--- config.mk ---
export PLATFORM = sky130hd
export DESIGN_NAME = level_watch
export DESIGN_NICKNAME = d
export VERILOG_FILES = /design/src/hdl/level_watch_pkg.sv /design/src/hdl/reg_access_if.sv /design/src/hdl/level_watch.sv /design/src/hdl/serial_status_port.sv
export VERILOG_INCLUDE_DIRS = /design/src /design/src/hdl
export SDC_FILE = /design/constraint.sdc
export NUM_CORES = 1
export LEC_CHECK = 0
export ABC_AREA = 1
export BUFFER_PORTS_ARGS = -buffer_cell sky130_fd_sc_hd__clkbuf_2
export CAP_MARGIN = 20
export CORE_MARGIN = 2
export CORE_UTILIZATION = 30
export DETAILED_ROUTE_END_ITERATION = 12
export GPL_TIMING_DRIVEN = 1
export HOLD_SLACK_MARGIN = 0.08
export PLACE_DENSITY = 0.42
export SKIP_CTS_REPAIR_TIMING = 1
export SYNTH_ARGS = -nofsm -noshare
export SYNTH_HDL_FRONTEND = slang
export SYNTH_HIERARCHICAL = 1
export SYNTH_SLANG_ARGS = --single-unit
--- constraint.sdc ---
create_clock -name clk_sys -period 4 [get_ports clk_sys]
set_clock_uncertainty 0.2 [all_clocks]
set_input_delay 0.6 -clock clk_sys [delete_from_list [all_inputs] [get_ports clk_sys]]
set_output_delay 0.6 -clock clk_sys [all_outputs]
set_load 0.1 [all_outputs]
--- src/hdl/level_watch_consts.svh ---
`ifndef LEVEL_WATCH_CONSTS_SVH
`define LEVEL_WATCH_CONSTS_SVH

// ****************************************************************
// Register offsets
// ****************************************************************
`define OFF_SYNC_CTRL      15'h026F
`define OFF_PERIOD_0       15'h0271
`define OFF_PERIOD_1       15'h0272
`define OFF_PERIOD_2       15'h0273
`define OFF_STATUS_CTRL    15'h0274
`define OFF_RESULT_LOW     15'h0275
`define OFF_RESULT_MID     15'h0276
`define OFF_RESULT_HIGH    15'h0277
`define OFF_FRAME_COUNT    15'h0278
`define OFF_FRAMER_CTRL    15'h0279
`define OFF_INPUT_SELECT   15'h027A

// ****************************************************************
// Field positions and codes
// ****************************************************************
`define BIT_RESULT_UPDATE  4
`define BIT_FRAMER_ENABLE  0
`define BIT_SEL_PEAK       1
`define BIT_SYNC_ARM       0
`define SEL_PEAK_CODE      3'h1

// ****************************************************************
// Reset values
// ****************************************************************
`define RST_RESULT_SEL     3'h1
`define RST_PERIOD         24'h00_0080
`define RST_INPUT_SELECT   1'b1
`define RST_FRAMER_ENABLE  1'b0

// ****************************************************************
// Serial port timing counts (SCLK edges)
// ****************************************************************
`define SPI_INSTR_BITS     5'h10
`define SPI_FRAME_BITS     5'h18

`endif

--- src/hdl/level_watch_pkg.sv ---
package level_watch_pkg;

  // Serial port phases
  typedef enum logic [2:0]
  {
    SP_IDLE  = 3'b000,
    SP_INSTR = 3'b001,
    SP_WDATA = 3'b010,
    SP_RDATA = 3'b011,
    SP_DONE  = 3'b100
  } port_phase_e;

  typedef logic [14:0] reg_addr_t;
  typedef logic [7:0]  reg_byte_t;
  typedef logic [19:0] result_t;

endpackage

--- src/hdl/reg_access_if.sv ---
`timescale 1ns/100ps
`default_nettype none

// ****************************************************************
// Register access between serial port and register file
// ****************************************************************
interface reg_access_if;
  import level_watch_pkg::*;
  reg_addr_t addr;     // Byte address
  reg_byte_t wdata;    // Write data
  logic      wr_stb;   // One-cycle write strobe
  reg_byte_t rd_data;  // Read data for addr

  modport port_side (output addr, output wdata, output wr_stb, input rd_data);
  modport file_side (input addr, input wdata, input wr_stb, output rd_data);
endinterface

`default_nettype wire

--- src/hdl/level_watch.sv ---
// How it works
// - Update bit copies selected statistic, then self-clears
// - Selection code 001 shows peak; default 001
// - 20-bit result over three read-only bytes
// - 8-bit frame counter counts period expiries
// - Set input-select bit 1 adds the peak to frame
// - Select bit 1 inserts peak; resets to one
// - 24-bit period in clocks, bit 0 ignored
// - Armed sync uses next SYSREF edge, then disarms
`timescale 1ns/100ps
`default_nettype none
`include "level_watch_consts.svh"

module level_watch
#(
  parameter int SAMPLE_W = 8                 // Converter sample width
)
(
  input  wire logic                  clk_sys,      // Converter output clock
  input  wire logic                  reset_n,      // Async reset, active low
  input  wire logic                  csb_n,        // Serial port select pin
  input  wire logic                  sclk,         // Serial port clock pin
  input  wire logic                  sdio_in,      // Serial data pin, input side
  output logic                       sdio_out,     // Serial data pin, output side
  output logic                       sdio_oe_n,    // Serial data drive, active low
  input  wire logic                  sysref,       // Link SYSREF pin
  input  wire logic [SAMPLE_W-1:0]   sample_data,  // Twos complement samples
  output logic                       frame_valid,  // Status frame strobe
  output level_watch_pkg::result_t   frame_peak,   // Peak field of frame
  output logic [7:0]                 frame_count   // Frame counter in frame
);
  import level_watch_pkg::*;

  reg_access_if bus ();

  // ****************************************************************
  // Register state
  // ****************************************************************
  logic [2:0]          result_sel_reg;
  logic [23:0]         period_reg;
  logic                sync_arm_reg;
  logic                framer_en_reg;
  logic                sel_peak_reg;
  result_t             result_reg;
  logic [7:0]          frame_cnt_reg;
  logic [23:0]         period_cnt_reg;
  logic [SAMPLE_W-1:0] peak_run_reg;
  logic [SAMPLE_W-1:0] peak_hold_reg;
  logic [2:0]          sysref_sync_reg;
  logic                frame_valid_reg;
  result_t             frame_peak_reg;
  logic [7:0]          frame_count_reg;

  // Magnitude of a twos complement sample; the most negative code maps cleanly
  function automatic logic [SAMPLE_W-1:0] magnitude(input logic [SAMPLE_W-1:0] s);
    magnitude = s[SAMPLE_W-1] ? (~s + 1'b1) : s;
  endfunction

  // Statistic chosen by a selection code; unused codes read zero
  function automatic result_t pick_stat(input logic [2:0] sel, input logic [SAMPLE_W-1:0] pk);
    pick_stat = (sel == `SEL_PEAK_CODE) ? result_t'(pk) : '0;
  endfunction

  // ****************************************************************
  // Write decode
  // ****************************************************************
  wire wr_sync   = bus.wr_stb && bus.addr == `OFF_SYNC_CTRL;
  wire wr_per0   = bus.wr_stb && bus.addr == `OFF_PERIOD_0;
  wire wr_per1   = bus.wr_stb && bus.addr == `OFF_PERIOD_1;
  wire wr_per2   = bus.wr_stb && bus.addr == `OFF_PERIOD_2;
  wire wr_stat   = bus.wr_stb && bus.addr == `OFF_STATUS_CTRL;
  wire wr_framer = bus.wr_stb && bus.addr == `OFF_FRAMER_CTRL;
  wire wr_insel  = bus.wr_stb && bus.addr == `OFF_INPUT_SELECT;
  wire upd_req   = wr_stat && bus.wdata[`BIT_RESULT_UPDATE];

  // ****************************************************************
  // Monitor timing
  // ****************************************************************
  // Bit 0 of the period is dropped so odd settings round down
  wire [23:0] period_eff = {period_reg[23:1], 1'b0};
  wire [23:0] cnt_inc    = period_cnt_reg + 24'h00_0001;
  wire        expire     = (cnt_inc >= period_eff);
  wire        sysref_edge = sysref_sync_reg[1] & ~sysref_sync_reg[2];
  wire        resync     = sync_arm_reg && sysref_edge;
  wire [SAMPLE_W-1:0] mag      = magnitude(sample_data);
  wire [SAMPLE_W-1:0] peak_new = (mag > peak_run_reg) ? mag : peak_run_reg;

  // ****************************************************************
  // Control registers
  // ****************************************************************
  always_ff @(posedge clk_sys or negedge reset_n)
    if (!reset_n)
    begin
      result_sel_reg <= `RST_RESULT_SEL;
      period_reg     <= `RST_PERIOD;
      framer_en_reg  <= `RST_FRAMER_ENABLE;
      sel_peak_reg   <= `RST_INPUT_SELECT;
    end
    else
    begin
      if (wr_stat)
        result_sel_reg <= bus.wdata[2:0];
      if (wr_per0)
        period_reg[7:0] <= bus.wdata;
      if (wr_per1)
        period_reg[15:8] <= bus.wdata;
      if (wr_per2)
        period_reg[23:16] <= bus.wdata;
      if (wr_framer)
        framer_en_reg <= bus.wdata[`BIT_FRAMER_ENABLE];
      if (wr_insel)
        sel_peak_reg <= bus.wdata[`BIT_SEL_PEAK];
    end

  // Sync arm: a write that arms wins over an edge in the same cycle
  always_ff @(posedge clk_sys or negedge reset_n)
    if (!reset_n)
      sync_arm_reg <= 1'b0;
    else if (wr_sync)
      sync_arm_reg <= bus.wdata[`BIT_SYNC_ARM];
    else if (resync)
      sync_arm_reg <= 1'b0;

  // SYSREF pin synchroniser plus edge history
  always_ff @(posedge clk_sys or negedge reset_n)
    if (!reset_n)
      sysref_sync_reg <= 3'h0;
    else
      sysref_sync_reg <= {sysref_sync_reg[1:0], sysref};

  // ****************************************************************
  // Period counter, peak detector, frame counter
  // ****************************************************************
  always_ff @(posedge clk_sys or negedge reset_n)
    if (!reset_n)
    begin
      period_cnt_reg <= 24'h00_0000;
      peak_run_reg   <= '0;
      peak_hold_reg  <= '0;
      frame_cnt_reg  <= 8'h00;
    end
    else if (resync)
    begin
      period_cnt_reg <= 24'h00_0000;
      peak_run_reg   <= '0;
    end
    else if (expire)
    begin
      period_cnt_reg <= 24'h00_0000;
      peak_run_reg   <= '0;
      peak_hold_reg  <= peak_new;
      frame_cnt_reg  <= frame_cnt_reg + 8'h01;
    end
    else
    begin
      period_cnt_reg <= cnt_inc;
      peak_run_reg   <= peak_new;
    end

  // Result snapshot; the update bit itself is never stored
  always_ff @(posedge clk_sys or negedge reset_n)
    if (!reset_n)
      result_reg <= '0;
    else if (upd_req)
      result_reg <= pick_stat(bus.wdata[2:0], peak_hold_reg);

  // ****************************************************************
  // Serial status frame
  // ****************************************************************
  // Frame goes out once per expired period; fields not selected read zero
  always_ff @(posedge clk_sys or negedge reset_n)
    if (!reset_n)
    begin
      frame_valid_reg <= 1'b0;
      frame_peak_reg  <= '0;
      frame_count_reg <= 8'h00;
    end
    else
    begin
      frame_valid_reg <= expire && !resync && framer_en_reg;
      if (expire && !resync && framer_en_reg)
      begin
        frame_peak_reg  <= sel_peak_reg ? result_t'(peak_new) : '0;
        frame_count_reg <= frame_cnt_reg + 8'h01;
      end
    end

  assign frame_valid = frame_valid_reg;
  assign frame_peak  = frame_peak_reg;
  assign frame_count = frame_count_reg;

  // ****************************************************************
  // Read decode
  // ****************************************************************
  wire [7:0] rd_stat   = {3'h0, 1'b0, 1'b0, result_sel_reg};
  wire [7:0] rd_high   = {4'h0, result_reg[19:16]};
  logic [7:0] rd_mux;
  always_comb
  begin
    if (bus.addr == `OFF_SYNC_CTRL)          rd_mux = {7'h00, sync_arm_reg};
    else if (bus.addr == `OFF_PERIOD_0)      rd_mux = period_reg[7:0];
    else if (bus.addr == `OFF_PERIOD_1)      rd_mux = period_reg[15:8];
    else if (bus.addr == `OFF_PERIOD_2)      rd_mux = period_reg[23:16];
    else if (bus.addr == `OFF_STATUS_CTRL)   rd_mux = rd_stat;
    else if (bus.addr == `OFF_RESULT_LOW)    rd_mux = result_reg[7:0];
    else if (bus.addr == `OFF_RESULT_MID)    rd_mux = result_reg[15:8];
    else if (bus.addr == `OFF_RESULT_HIGH)   rd_mux = rd_high;
    else if (bus.addr == `OFF_FRAME_COUNT)   rd_mux = frame_cnt_reg;
    else if (bus.addr == `OFF_FRAMER_CTRL)   rd_mux = {7'h00, framer_en_reg};
    else if (bus.addr == `OFF_INPUT_SELECT)  rd_mux = {6'h00, sel_peak_reg, 1'b0};
    else                                     rd_mux = 8'h00;
  end
  assign bus.rd_data = rd_mux;

  // ****************************************************************
  // Serial register port
  // ****************************************************************
  serial_status_port u_port
  (
    .clk_sys   (clk_sys),
    .reset_n   (reset_n),
    .csb_n     (csb_n),
    .sclk      (sclk),
    .sdio_in   (sdio_in),
    .sdio_out  (sdio_out),
    .sdio_oe_n (sdio_oe_n),
    .bus       (bus.port_side)
  );

endmodule

`default_nettype wire

--- src/hdl/serial_status_port.sv ---
`timescale 1ns/100ps
`default_nettype none
`include "level_watch_consts.svh"

// ****************************************************************
// Three-wire serial register port, oversampled by clk_sys
// ****************************************************************
module serial_status_port
(
  input  wire logic              clk_sys,    // System clock
  input  wire logic              reset_n,    // Async reset, active low
  input  wire logic              csb_n,      // Chip select pin
  input  wire logic              sclk,       // Serial clock pin
  input  wire logic              sdio_in,    // Data pin, input side
  output logic                   sdio_out,   // Data pin, output side
  output logic                   sdio_oe_n,  // Data pin drive, active low
  reg_access_if.port_side        bus         // Register access
);
  import level_watch_pkg::*;

  logic [2:0]  csb_sync_reg;
  logic [2:0]  sclk_sync_reg;
  logic [1:0]  sdi_sync_reg;
  port_phase_e phase_reg;
  logic [4:0]  cnt_reg;
  logic [15:0] instr_reg;
  logic [7:0]  wshift_reg;
  logic [7:0]  rshift_reg;
  logic        wr_reg;

  // Edges seen only after the second stage; the first stage feeds nothing else
  wire         cs_active = ~csb_sync_reg[1];
  wire         sclk_rise = sclk_sync_reg[1] & ~sclk_sync_reg[2];
  wire         sclk_fall = ~sclk_sync_reg[1] & sclk_sync_reg[2];
  wire         sdi       = sdi_sync_reg[1];
  wire [4:0]   cnt_inc   = cnt_reg + 5'h01;

  // ****************************************************************
  // Pin synchronisers
  // ****************************************************************
  always_ff @(posedge clk_sys or negedge reset_n)
    if (!reset_n)
    begin
      csb_sync_reg  <= 3'h7;
      sclk_sync_reg <= 3'h0;
      sdi_sync_reg  <= 2'h0;
    end
    else
    begin
      csb_sync_reg  <= {csb_sync_reg[1:0], csb_n};
      sclk_sync_reg <= {sclk_sync_reg[1:0], sclk};
      sdi_sync_reg  <= {sdi_sync_reg[0], sdio_in};
    end

  // ****************************************************************
  // Frame sequencer: 16-bit instruction, one data byte, MSB first
  // ****************************************************************
  always_ff @(posedge clk_sys or negedge reset_n)
    if (!reset_n)
    begin
      phase_reg  <= SP_IDLE;
      cnt_reg    <= 5'h00;
      instr_reg  <= 16'h0000;
      wshift_reg <= 8'h00;
      rshift_reg <= 8'h00;
      wr_reg     <= 1'b0;
    end
    else
    begin
      wr_reg <= 1'b0;
      if (!cs_active)
      begin
        phase_reg <= SP_IDLE;
        cnt_reg   <= 5'h00;
      end
      else
      begin
        case (phase_reg)
          SP_IDLE:
            phase_reg <= SP_INSTR;
          SP_INSTR:
            if (sclk_rise)
            begin
              instr_reg <= {instr_reg[14:0], sdi};
              cnt_reg   <= cnt_inc;
              if (cnt_inc == `SPI_INSTR_BITS)
              begin
                // Bit 15 high marks a read
                phase_reg <= instr_reg[14] ? SP_RDATA : SP_WDATA;
              end
            end
          SP_WDATA:
            if (sclk_rise)
            begin
              wshift_reg <= {wshift_reg[6:0], sdi};
              cnt_reg    <= cnt_inc;
              if (cnt_inc == `SPI_FRAME_BITS)
              begin
                wr_reg    <= 1'b1;
                phase_reg <= SP_DONE;
              end
            end
          SP_RDATA:
            if (sclk_rise)
            begin
              cnt_reg <= cnt_inc;
              if (cnt_inc == `SPI_FRAME_BITS)
                phase_reg <= SP_DONE;
            end
            else if (sclk_fall && cnt_reg > `SPI_INSTR_BITS)
              rshift_reg <= {rshift_reg[6:0], 1'b0};
            else if (cnt_reg == `SPI_INSTR_BITS)
              rshift_reg <= bus.rd_data;  // Address only complete after last instruction rise; reload until the rise of bit 7
          // Extra clocks before deselect are ignored
          SP_DONE:
            phase_reg <= SP_DONE;
          default:
            phase_reg <= SP_IDLE;
        endcase
      end
    end

  // Bus side and pin drive
  assign bus.addr   = instr_reg[14:0];
  assign bus.wdata  = wshift_reg;
  assign bus.wr_stb = wr_reg;
  assign sdio_out   = rshift_reg[7];
  assign sdio_oe_n  = ~(cs_active && phase_reg == SP_RDATA);

endmodule

`default_nettype wire

Word-level counts from Yosys, hierarchy flattened. Cells that the tools add are included.

Add/sub/neg operators: 4. $lt $le $gt $ge: 3. Eq/ne operators: 23. Muxes and demuxes: 37. Bitwise gates (word level): 11. Reductions and logical operators: 27.

Operator list (count): 15-bit by 10-bit == test with 1-bit output, second input constant (11); 8-bit 2-to-1 mux (17); 24-bit 2-to-1 mux (2); 24-bit by 1-bit adder with 24-bit output, second input constant (1); 24-bit >= comparator (1); 8-bit by 1-bit adder with 8-bit output, second input constant (2); 5-bit == test, second input constant (3); 3-bit 2-to-1 mux (5); 5-bit 2-to-1 mux (3); 1-bit logical AND (13); 3-bit by 1-bit inequality test with 1-bit output, second input constant (4); 3-bit one-hot mux with 4 select lines (1); 8-bit greater-than comparator (1); 8-bit NOT (1); 4-bit AND reduction (2); 2-bit nonzero test (4); 1-bit 2-to-1 mux (7); 1-bit NOT (7); 3-bit by 1-bit == test with 1-bit output, second input constant (2); 3-bit by 2-bit == test with 1-bit output, second input constant (2); 3-bit AND reduction (2); 5-bit by 1-bit adder with 5-bit output, second input constant (1); 5-bit greater-than comparator, second input constant (1); 2-bit 2-to-1 mux (2); 7 further kinds (10).

Flip-flop bits (word level): 177. Input bits: 14. Output and inout port bits: 31.

Logic depth before layout (Yosys ltp). Gate-level depths: netlist of the first run.

Depth after elaboration: 14. Mapped depth: 20. Mapped depth without buffers: 19.

Cells and area by module. The synthesis of the first run kept the hierarchy.

Modules (own cells, without submodules): level_watch (times used 1, cells each 810, area each 6391.1 sq um, sequential area each 2656.3 sq um); serial_status_port (times used 1, cells each 234, area each 2115.8 sq um, sequential area each 1178.6 sq um).

Worst setup path before layout of the first run. No wires, ideal clock.

Path kind: reg2reg. From: register period_cnt_reg[8]. To: register frame_count_reg[5] (netlist: frame_count[5]). Library setup time: 0.129 ns. Arrival: 2.596 ns. Setup slack: 1.075 ns. Stages on the path, launching flop included: 18. Period minus slack after synthesis: 2.925 ns. Cells stage by stage: dfrtp_1 > inv_1 > nor4_1 > nand3_1 > nor2_1 > xor2_1 > inv_1 > ha_1 > nand2_1 > nor2_1 > nand4_1 > nor2_1 > nand2_1 > nand4_4 > nand3_2 > buf_2 > nand2_1 > o21ai_0.

Cells in the longest elaborated chain, start to end: 4.

Ends and longest elaborated chain: start, declared (RTL line level_watch.sv:46) `logic [23:0] period_cnt_reg;`; start signal, assigned (RTL line level_watch.sv:156) `period_cnt_reg <= cnt_inc;`; 24-bit by 1-bit adder with 24-bit output (RTL line level_watch.sv:81) `wire [23:0] cnt_inc = period_cnt_reg + 24'h00_0001;`; 24-bit >= comparator (RTL line level_watch.sv:82) `wire expire = (cnt_inc >= period_eff);`; 1-bit logical AND (2 in series) (RTL line level_watch.sv:181) `if (expire && !resync && framer_en_reg)`; end signal, assigned (RTL line level_watch.sv:184) `frame_count_reg <= frame_cnt_reg + 8'h01;`; end, declared (RTL line level_watch.sv:52) `logic [7:0] frame_count_reg;`.

No other way between the ends. A chain may end at the register's enable or synchronous reset.

Worst setup path in the final report of the first run.
From: register period_cnt_reg[0]. To: register peak_hold_reg[6].

Cells in the longest elaborated chain, start to end: 3.

Ends and longest elaborated chain: 24-bit by 1-bit adder with 24-bit output (RTL line level_watch.sv:81); 24-bit >= comparator (RTL line level_watch.sv:82); 2-bit AND reduction (no line); end signal, assigned (RTL line level_watch.sv:151) `peak_hold_reg <= peak_new;`; end, declared (RTL line level_watch.sv:48) `logic [SAMPLE_W-1:0] peak_hold_reg;`.

No other way between the ends.

==> key figures, run 1 <==
Status
  • Status: complete, no violations

Detailed routing
  • DRC viols: 0
  • Drt pass-1 iters: 5
  • Post-DRT Antenna Nets: 0
  • Initial DRC count: 320
  • Routed vias: 6476
  • DR WL/cell: roughly 14 um
  • Total wire length: 20400 um
  • Vias per cell: 4.38

Cells and area
  • Area Growth Syn to Fin: 14.1%
  • Commonest non-fill, non-tap cell in the layout: nand2_1
  • Layout cells sized above 1: 13.6%
  • Number of inserted diodes: 0
  • Commonest cells after routing, fill and taps aside: nand2_1 (239), inv_1 (170), dfrtp_1 (148)
  • Final #Nets: 1138

Timing
  • Max Slew Vio Count: 0
  • Tmin final: 3530 ps
  • Final hold vios: 0
  • Max-Slew Margin vs Limit: 33.3%
  • Setup_tns: 0 ps
  • Slew @ Worst Pin: 997 ps
  • RSZ-0062 raised after global routing: false
  • Period utilization: 88.2%
  • Final setup fails: 0
  • FMAX: ~280 MHz

Setup path
  • Crit Path Max Fanout: 15
  • Sequence of cells on the critical path: ha_1 > nand3_1 > inv_1 > nand2_1 > nor2_1 > nand3_1 > nand2_1 > inv_1 > ha_1 > nand2_1 > nor2_1 > nand4_1 > nor2_1 > nand2_1 > nand4_4 > nand2_4 > inv_1 > nand2_1 > nand2_1
  • Cell family with most CP delay: simple AND/OR/NAND/NOR gates
  • Critical Path RT: 4170 ps
  • Worst R2R End: peak_hold_reg[6]
  • CP Depth: 19
  • Crit. End Element: flip-flop
  • Worst r2r src: period_cnt_reg[0]
  • Most frequent CP cell: nand2_1
  • R2r setup slk: 470 ps
  • Worst R2R Path Depth: 19
  • CP arrival: 3700 ps
  • Critical path buffer and inverter count: 3
  • Start point of the critical path: period_cnt_reg[0]
  • Critical path class: flip-flop to flip-flop
  • Max stage delay cell, worst path: dfrtp_1
  • CP peak stage delay: 460 ps
  • Critical Path Start Type: flip-flop

Power
  • VDD IR max: 0.231 mV
  • Pint: 0.00278 W
  • Logic gate share of total power: 13.6%
  • Leakage: about 4.6 nW
  • Sequential share of power: between 40 and 50%
  • Sw frac: 31.4%
  • Net Sw Power: 0.00128 W
  • Clock network power share: 42.2%
  • Power Dens Cells: 418 nW/um^2
  • Total power: 0.00406 W

Synthesis
  • Synthesized area per cell: 8.15 um^2
  • Register area share after synthesis: 45.1%
  • Number of synthesized flops with an enable pin: 0
  • Post-synth ARST share: 100%
  • Synth Flop Type: dfrtp_1
  • Yosys warnings: 6
  • Flops & latches, synth: around 150
  • Post-synthesis cell count: 1044
  • Mapped cell area: roughly 8500 um^2
  • Post-synthesis cell type count: 44

GRT
  • Largest net degree at the start of global routing: 128
  • Grt total ovfl: 0
  • First-pass GRT wire length: 34000 um
  • Gr usage total: 14.8%
  • Vias in the first global route: between 6000 and 7000
  • Initial antenna violation count: 0

Placement
  • Gpl congestion: just over 0.8
  • Port Buffers: 32
  • DP HPWL: 14900 um

Worst hold path
  • WHS Path Cells: 0
  • Hold path endpoint: u_port/sclk_sync_reg[1]
  • Hold Crit Class: flip-flop to flip-flop
  • HP Start: u_port/sclk_sync_reg[0]

CTS
  • Clock tree from TritonCTS: done
  • # clock sinks: 153
  • Clk_lat worst skew: 450 ps
  • TritonCTS Buffers: 17
  • CTS max path bufs: 2
  • CTS clk-pin slew, worst paths: 70 ps
  • H-tree lvl count: 4
  • Clock tree root driver cell: clkbuf_16

Die
  • I/O pin total: 45
  • Die Y: approximately 170 um
  • Core Area: about 28000 um^2
  • Row cnt: 61
  • Die Area: 29700 um^2
  • Initial core utilization: 30.5%
  • Die X: 172 um

Run
  • Max cap viols: 0
[how the worst max path moves through the flow]
stage / end / slack (ps)
2_1_floorplan: frame_count[5] / 1080
3_3_place_gp: frame_valid / 310
3_5_place_dp: frame_count[5] / 260
4_1_cts: frame_count[4] / 200
5_1_grt: frame_peak[4] / 30
6_report: peak_hold_reg[6] / 470
[per-layer routing]
| metal | global-route usage [%] | vias to the layer above | routed length, um |
|---|---|---|---|
| met4 | 4.20 | 0 | 147 |
| met2 | 24.7 | 62 | 9920 |
| met5 | 0 | - | 0 |
| met1 | 19.7 | 3024 | 9880 |
| met3 | 2.77 | 9 | 440 |
| li1 | - | 3381 | - |
[Yosys cell counts (5+ instances only)]
library cell  instances  share of area (%)
inv_1               170                7.5
nand2_1             239                 11
nand4_1              17                1.3
inv_2                 7               0.31
o21ai_0              83                4.9
nor2_1               81                3.6
ha_1                 37                5.4
buf_2                13               0.76
nand3_1              37                2.2
nor4_1                6               0.44
dfrtp_1             148                 44
buf_4                14                1.2
o21ai_2              34                3.5
buf_6                 5               0.66
nor3_1               17                1.0
dfstp_2               5                1.5
nand3_4               7                1.4
a21oi_1              41                2.4
xor2_1               21                2.2
o21ai_1              12               0.71
and2_1                9               0.66
[cell families (layout without fill, tap and decap cells)]
family / after synthesis / in the layout / share of synthesized area [%]
XOR/XNOR: 25 / 25 / 2.57
AO/OA/AOI/OAI: 180 / 180 / 12.4
other: 1 / 12 / 0.0441
flip-flops: 153 / 153 / 45.1
buffers and inverters: 211 / 256 / 10.6
AND/OR/NAND/NOR: 435 / 435 / 23.6
adder cells (fa/ha/maj): 37 / 37 / 5.44
multiplexers: 2 / 2 / 0.265
[power groups by stage]
stage	combinational [W]	clock (W)	sequential (W)
detailed placement	0.000560	0	0.00183
global placement	0.000557	0	0.00183
floorplan	0.000442	0	0.00179
global route	0.000641	0.00184	0.00182
CTS	0.000561	0.00178	0.00180
finish	0.000552	0.00171	0.00180
[worst register-to-register path: stages, from the launching register on]
cell     delay (ps)
dfrtp_1         460
ha_1            330
nand3_1         130
inv_1           170
nand2_1          90
nor2_1          250
nand3_1         110
nand2_1         110
inv_1            50
ha_1            260
nand2_1          50
nor2_1          140
nand4_1         150
nor2_1          130
nand2_1          90
nand4_4         130
nand2_4          80
inv_1           320
nand2_1         140
nand2_1          80
[layout make-up]
type	instances	area [um^2]
Sequential cell	153	3830
Multi-Input combinational cell	691	3820
Timing Repair Buffer	46	297
Clock inverter	14	175
Inverter	178	669
Fill cell	2936	18100
Tap cell	378	473
Clock buffer	18	439
[stage by stage]
stage	cells	worst slack, ps	utilization [%]	area (um^2)	hold slack (ps)
after floorplan	1055	1080	-	8550	104
after global placement	1441	311	32.4	9040	133
after detailed placement	1441	260	32.4	9040	135
after CTS	1473	196	34.6	9650	-179
after global routing	1478	27.0	34.9	9710	164
final	1478	471	34.9	9710	150
Power figures use the tool's default switching activity.
==> run 2, diff against run 1 <==
Settings changed: CORE_MARGIN 2 to unset, GPL_TIMING_DRIVEN 1 to unset.
==> run 2 against run 1 <==
- setup slack got worse by 50 ps
- sequential power barely moved
- clock power rose by 3%
- critical path depth fell by 1
- cell count fell by 0.27%
==> key figures, run 2 (synthesis gave the netlist of run 1 again) <==
Status
  • Status: complete, no violations

Timing
  • Max-Slew Margin vs Limit: 31.5% (-1.8 points)
  • Setup_tns: 0 ps (unchanged)
  • Final setup fails: 0 (unchanged)
  • Max Slew Vio Count: 0 (unchanged)
  • Final hold vios: 0 (unchanged)
  • RSZ-0062 raised after global routing: false
  • FMAX: 279 MHz (-1.4%)
  • Tmin final: 3580 ps (+49.7 ps)
  • Slew @ Worst Pin: 1020 ps (+27.2 ps)
  • Period utilization: 89.5% (+1.2 points)

CTS
  • Clk_lat worst skew: 430 ps (-20 ps)
  • # clock sinks: 153 (unchanged)
  • Clock tree from TritonCTS: done
  • H-tree lvl count: 4 (unchanged)
  • TritonCTS Buffers: 17 (unchanged)
  • CTS max path bufs: 2 (unchanged)
  • CTS clk-pin slew, worst paths: 70 ps (about the same)
  • Clock tree root driver cell: clkbuf_16

Die
  • Die X: 170 um (-1.2%)
  • Row cnt: 61 (unchanged)
  • Core Area: 27900 um^2 (unchanged)
  • Die Y: 170 um (-1.2%)
  • I/O pin total: 45 (unchanged)
  • Die Area: 29000 um^2 (-2.3%)
  • Initial core utilization: 30.5% (unchanged)

Cells and area
  • Commonest non-fill, non-tap cell in the layout: nand2_1
  • Layout Cells excl Fill: 1474 (-0.27%)
  • Area Growth Syn to Fin: 14.0%
  • Layout cells sized above 1: 13.4% (-0.22 points)
  • Final #Nets: 1134 (-0.35%)
  • Commonest cells after routing, fill and taps aside: nand2_1 (239), inv_1 (169), dfrtp_1 (148)
  • Number of inserted diodes: 0 (unchanged)

Detailed routing
  • DRC viols: 0 (unchanged)
  • Routed vias: 6451 (-0.39%)
  • Initial DRC count: 354 (+11%)
  • DR WL/cell: 13.6 um (-1.1%)
  • Drt pass-1 iters: 5 (unchanged)
  • Post-DRT Antenna Nets: 0 (unchanged)
  • Vias per cell: 4.38 (-0.12%)
  • Total wire length: 20100 um (-1.4%)

Setup path
  • Critical path buffer and inverter count: 3 (unchanged)
  • Crit. End Element: flip-flop
  • Critical Path RT: 4120 ps (-50 ps)
  • CP arrival: 3700 ps (about the same)
  • Cell family with most CP delay: simple AND/OR/NAND/NOR gates
  • Critical path class: flip-flop to flip-flop
  • CP peak stage delay: 460 ps (about the same)
  • Max stage delay cell, worst path: dfrtp_1
  • Critical Path Start Type: flip-flop
  • Sequence of cells on the critical path: ha_1 > nand3_1 > inv_1 > nand2_1 > nor2_1 > xor2_1 > inv_1 > ha_1 > nand2_1 > nor2_1 > nand2_1 > o211ai_1 > nand2_1 > nand4_4 > nand2_4 > clkinvlp_4 > nand3_1 > nand2_1
  • Most frequent CP cell: nand2_1
  • Crit Path Max Fanout: 15 (unchanged)

Worst hold path
  • Hold Crit Class: input port to asynchronous set/reset pin

Power
  • Logic gate share of total power: 13.4% (-0.2 points)
  • Pint: 0.00286 W (+2.7%)
  • Power Dens Cells: 423 nW/um^2 (+1.3%)
  • Clock network power share: 42.8% (+0.6 points)
  • Net Sw Power: 0.00125 W (-2.2%)
  • Leakage: 4.55 nW (about the same)
  • Sw frac: 30.4% (-1.0 points)
  • Sequential share of power: 43.8% (-0.5 points)
  • VDD IR max: 0.246 mV (+6.7%)

GRT
  • Grt total ovfl: 0 (unchanged)
  • Vias in the first global route: 6455 (+1.1%)
  • Initial antenna violation count: 1 (+1)
  • First-pass GRT wire length: 33900 um (-0.41%)
  • Largest net degree at the start of global routing: 154 (+20%)
  • Gr usage total: 15.1% (+0.29 points)

Placement
  • Placed cells: 1438 (-0.21%)
  • DP HPWL: 14700 um (-1.2%)
  • Gpl congestion: 0.784 (-3.2%)
  • Port Buffers: 32 (unchanged)

Run
  • Max cap viols: 0 (unchanged)
==> run 2: per-layer routing <==
| metal | up-vias | wire length [um] | global-route usage, % |
|---|---|---|---|
| met2 | 76 | 9600 | 24.6 |
| met5 | - | 0 | 0 |
| li1 | 3391 | - | - |
| met4 | 0 | 182 | 3.60 |
| met3 | 13 | 472 | 2.98 |
| met1 | 2971 | 9850 | 20.6 |
==> run 2: power groups by stage <==
stage	Combinational (W)	Clock [W]	Sequential (W)
after floorplan	0.000442	0	0.00179
after global placement	0.000558	0	0.00183
after detailed placement	0.000563	0	0.00183
after CTS	0.000565	0.00181	0.00180
after global routing	0.000638	0.00187	0.00182
final	0.000552	0.00176	0.00180
==> run 2: layout make-up <==
type                       count  area [um^2]
fill                        2942        18200
sequential                   153         3830
multi-input combinational    691         3820
inverter                     178          673
tap                          378          473
clock buffer                  20          457
timing repair buffer          42          264
clock inverter                12          176
==> run 2: final timing paths <==
path,depth (start not counted),endpoint,slack (ps),start
worst min register to register,0,sysref_sync_reg[1],150,sysref_sync_reg[0]
max in group asynchronous,2,frame_count[3],2750,reset_n
min in group clk_sys,0,sysref_sync_reg[1],150,sysref_sync_reg[0]
worst min-delay path,2,u_port/rshift_reg[7],50,reset_n
worst max register to register,18,frame_peak[6],420,period_cnt_reg[0]
worst max-delay path,18,frame_peak[6],420,period_cnt_reg[0]
==> run 2: metrics by stage <==
step	area [um^2]	setup WS, ps	utilization, %	power [W]	hold WS (ps)
final	9700	421	34.8	0.00411	54.7
after CTS	9650	332	34.6	0.00418	22.5
after floorplan	8550	1080	-	0.00224	104
after detailed placement	9010	355	32.4	0.00239	135
after global placement	9010	352	32.4	0.00239	135
after global routing	9700	37.7	34.8	0.00433	156
==> run 3, diff against run 2 <==
Settings changed: CORE_MARGIN set to 5.
Clock period 4 ns to 3.3 ns, I/O delays scaled along.
==> run 3 against run 2 <==
- count of clock-buffer cells in the layout down 2
- die area up 9.6%
- largest cell class is now multi-input combinational cells
- first-iteration DRC count down 8.2%
- worst hold slack better by 100 ps
- combinational power up 31%
- clock power up 16%
==> key figures, run 3 (synthesis gave the netlist of run 1 again) <==
Timing
  • Setup_tns: 0 ps (unchanged)
  • Final hold vios: 0 (unchanged)
  • Period utilization: 97.3% (+7.8 points)
  • Slew @ Worst Pin: 549 ps (-475 ps)
  • FMAX: 311 MHz (+11%)
  • Final setup fails: 0 (unchanged)
  • Tmin final: 3210 ps (-368 ps)
  • Max-Slew Margin vs Limit: 63.5% (+32 points)
  • Worst hold slack: 157 ps (+102 ps)
  • Max Slew Vio Count: 0 (unchanged)
  • RSZ-0062 raised after global routing: true
  • Setup WS post-layout: 89.1 ps (-332 ps)

Power
  • Leakage: 4.87 nW (+7.2%)
  • Logic gate share of total power: 14.6% (+1.2 points)
  • VDD IR max: 0.254 mV (+3.1%)
  • Clock network power share: 41.4% (-1.4 points)
  • Net Sw Power: 0.00157 W (+26%)
  • Sequential share of power: 44.0% (+0.2 points)
  • Sw frac: 31.7% (+1.3 points)
  • Power Dens Cells: 477 nW/um^2 (+13%)
  • Pint: 0.00339 W (+19%)
  • Total power: 0.00496 W (+21%)

CTS
  • Clock tree root driver cell: clkbuf_16
  • CTS max path bufs: 2 (unchanged)
  • Clk_lat worst skew: 430 ps (about the same)
  • Clock tree from TritonCTS: done
  • H-tree lvl count: 4 (unchanged)
  • TritonCTS Buffers: 17 (unchanged)
  • # clock sinks: 153 (unchanged)
  • CTS clk-pin slew, worst paths: 70 ps (about the same)

Setup path
  • Crit. End Element: flip-flop
  • Crit Path Max Fanout: 6 (-9)
  • Critical path class: flip-flop to flip-flop
  • Critical Path Start Type: flip-flop
  • CP arrival: 3360 ps (-340 ps)
  • Critical Path RT: 3450 ps (-670 ps)

Cells and area
  • Commonest non-fill, non-tap cell in the layout: nand2_1
  • Filler cells: 2905 (-1.3%)
  • Commonest cells after routing, fill and taps aside: nand2_1 (211), inv_1 (162), dfrtp_1 (148)
  • Layout cells sized above 1: 21.9% (+8.5 points)
  • Number of inserted diodes: 0 (unchanged)
  • Final #Nets: 1172 (+3.4%)
  • Area Growth Syn to Fin: 22.2%
  • Final core occ: 37.3% (+2.5 points)

Detailed routing
  • DRC viols: 0 (unchanged)
  • DR WL/cell: 13.9 um (+1.9%)
  • Vias per cell: 4.36 (-0.32%)
  • Post-DRT Antenna Nets: 0 (unchanged)
  • Routed vias: 6596 (+2.2%)
  • Drt pass-1 iters: 4 (-1)
  • Initial DRC count: 325 (-8.2%)
  • Total wire length: 21000 um (+4.5%)

Die
  • Row cnt: 61 (unchanged)
  • Core Area: 27900 um^2 (unchanged)
  • I/O pin total: 45 (unchanged)
  • Die X: 178 um (+4.7%)
  • Die Area: 31800 um^2 (+9.6%)
  • Initial core utilization: 30.5% (unchanged)
  • Die Y: 178 um (+4.7%)

GRT
  • Largest net degree at the start of global routing: 56 (-64%)
  • Vias in the first global route: 6403 (-0.81%)
  • First-pass GRT wire length: 33700 um (-0.71%)
  • Initial antenna violation count: 0 (-1)
  • Gr usage total: 13.4% (-1.7 points)
  • Grt total ovfl: 0 (unchanged)

Placement
  • Port Buffers: 32 (unchanged)
  • DP HPWL: 15100 um (+3.1%)
  • Setup Slack @ Placement: -12.4 ps (-368 ps)
  • Gpl congestion: 0.840 (+7.1%)

Run
  • Max cap viols: 0 (unchanged)

Worst hold path
  • Hold Crit Class: flip-flop to flip-flop

Status
  • Status: complete, no violations
run 3: changes by cell type in the layout (fill, tap and decap cells not counted), sizes merged:
cell         delta
buf            +33
bufinv          -1
clkbuf          +2
clkinv          +2
clkinvlp        -1
dlygate4sd3     +1
inv             +2
run 3: worst paths after layout:
path / start / endpoint / slack [ps] / cells after the start
worst max register to register: period_cnt_reg[16] / frame_count[5] / 90 / 18
worst min register to register: u_port/csb_sync_reg[0] / u_port/csb_sync_reg[1] / 160 / 0
max in group asynchronous: reset_n / frame_cnt_reg[6] / 1730 / 3
min in group asynchronous: reset_n / period_cnt_reg[6] / 370 / 2
worst min-delay path: u_port/csb_sync_reg[0] / u_port/csb_sync_reg[1] / 160 / 0
worst max-delay path: period_cnt_reg[16] / frame_count[5] / 90 / 18
run 3: final cells by class:
type / instances / area (um^2) / area share, %
Sequential cell: 153 / 3830 / 36.9
Timing Repair Buffer: 80 / 676 / 6.50
Clock inverter: 14 / 173 / 1.66
Inverter: 178 / 672 / 6.46
Multi-Input combinational cell: 691 / 4140 / 39.8
Clock buffer: 18 / 429 / 4.13
Tap cell: 378 / 473 / 4.55
run 3: power groups by stage:
stage                     clock network, W  logic [W]  registers (W)
after floorplan                          0   0.000536        0.00217
after global placement                   0   0.000711        0.00222
after detailed placement                 0   0.000715        0.00222
after CTS                          0.00212   0.000718        0.00219
after global routing               0.00219   0.000830        0.00221
final                              0.00205   0.000723        0.00218
run 3: routing by layer:
layer	share of wire (%)	global-route usage, %
met5	0	0
met4	1.4	4.13
met3	1.9	2.08
met2	48	21.5
met1	49	18.6
run 3: metrics by stage:
| step | cell area, um^2 | std cells |
|---|---|---|
| floorplan | 8550 | 1055 |
| global placement | 9250 | 1462 |
| detailed placement | 9250 | 1462 |
| CTS | 9850 | 1494 |
| global route | 10400 | 1512 |
| finish | 10400 | 1512 |
run 3: worst max-delay path, stage by stage, from the launching register on:
cell and delay, ps:
dfrtp_1 410, nand2_2 80, inv_2 70, nand3_2 60, nor3_2 130, nand4_1 250, nor2_1 200, xnor2_1 180
inv_1 110, ha_4 300, nand2_4 60, nor2_4 100, nand4_1 120, nor2_1 120, nand2_1 90, nand4_4 170
nand3_4 150, clkbuf_16 210, o21ai_0 150
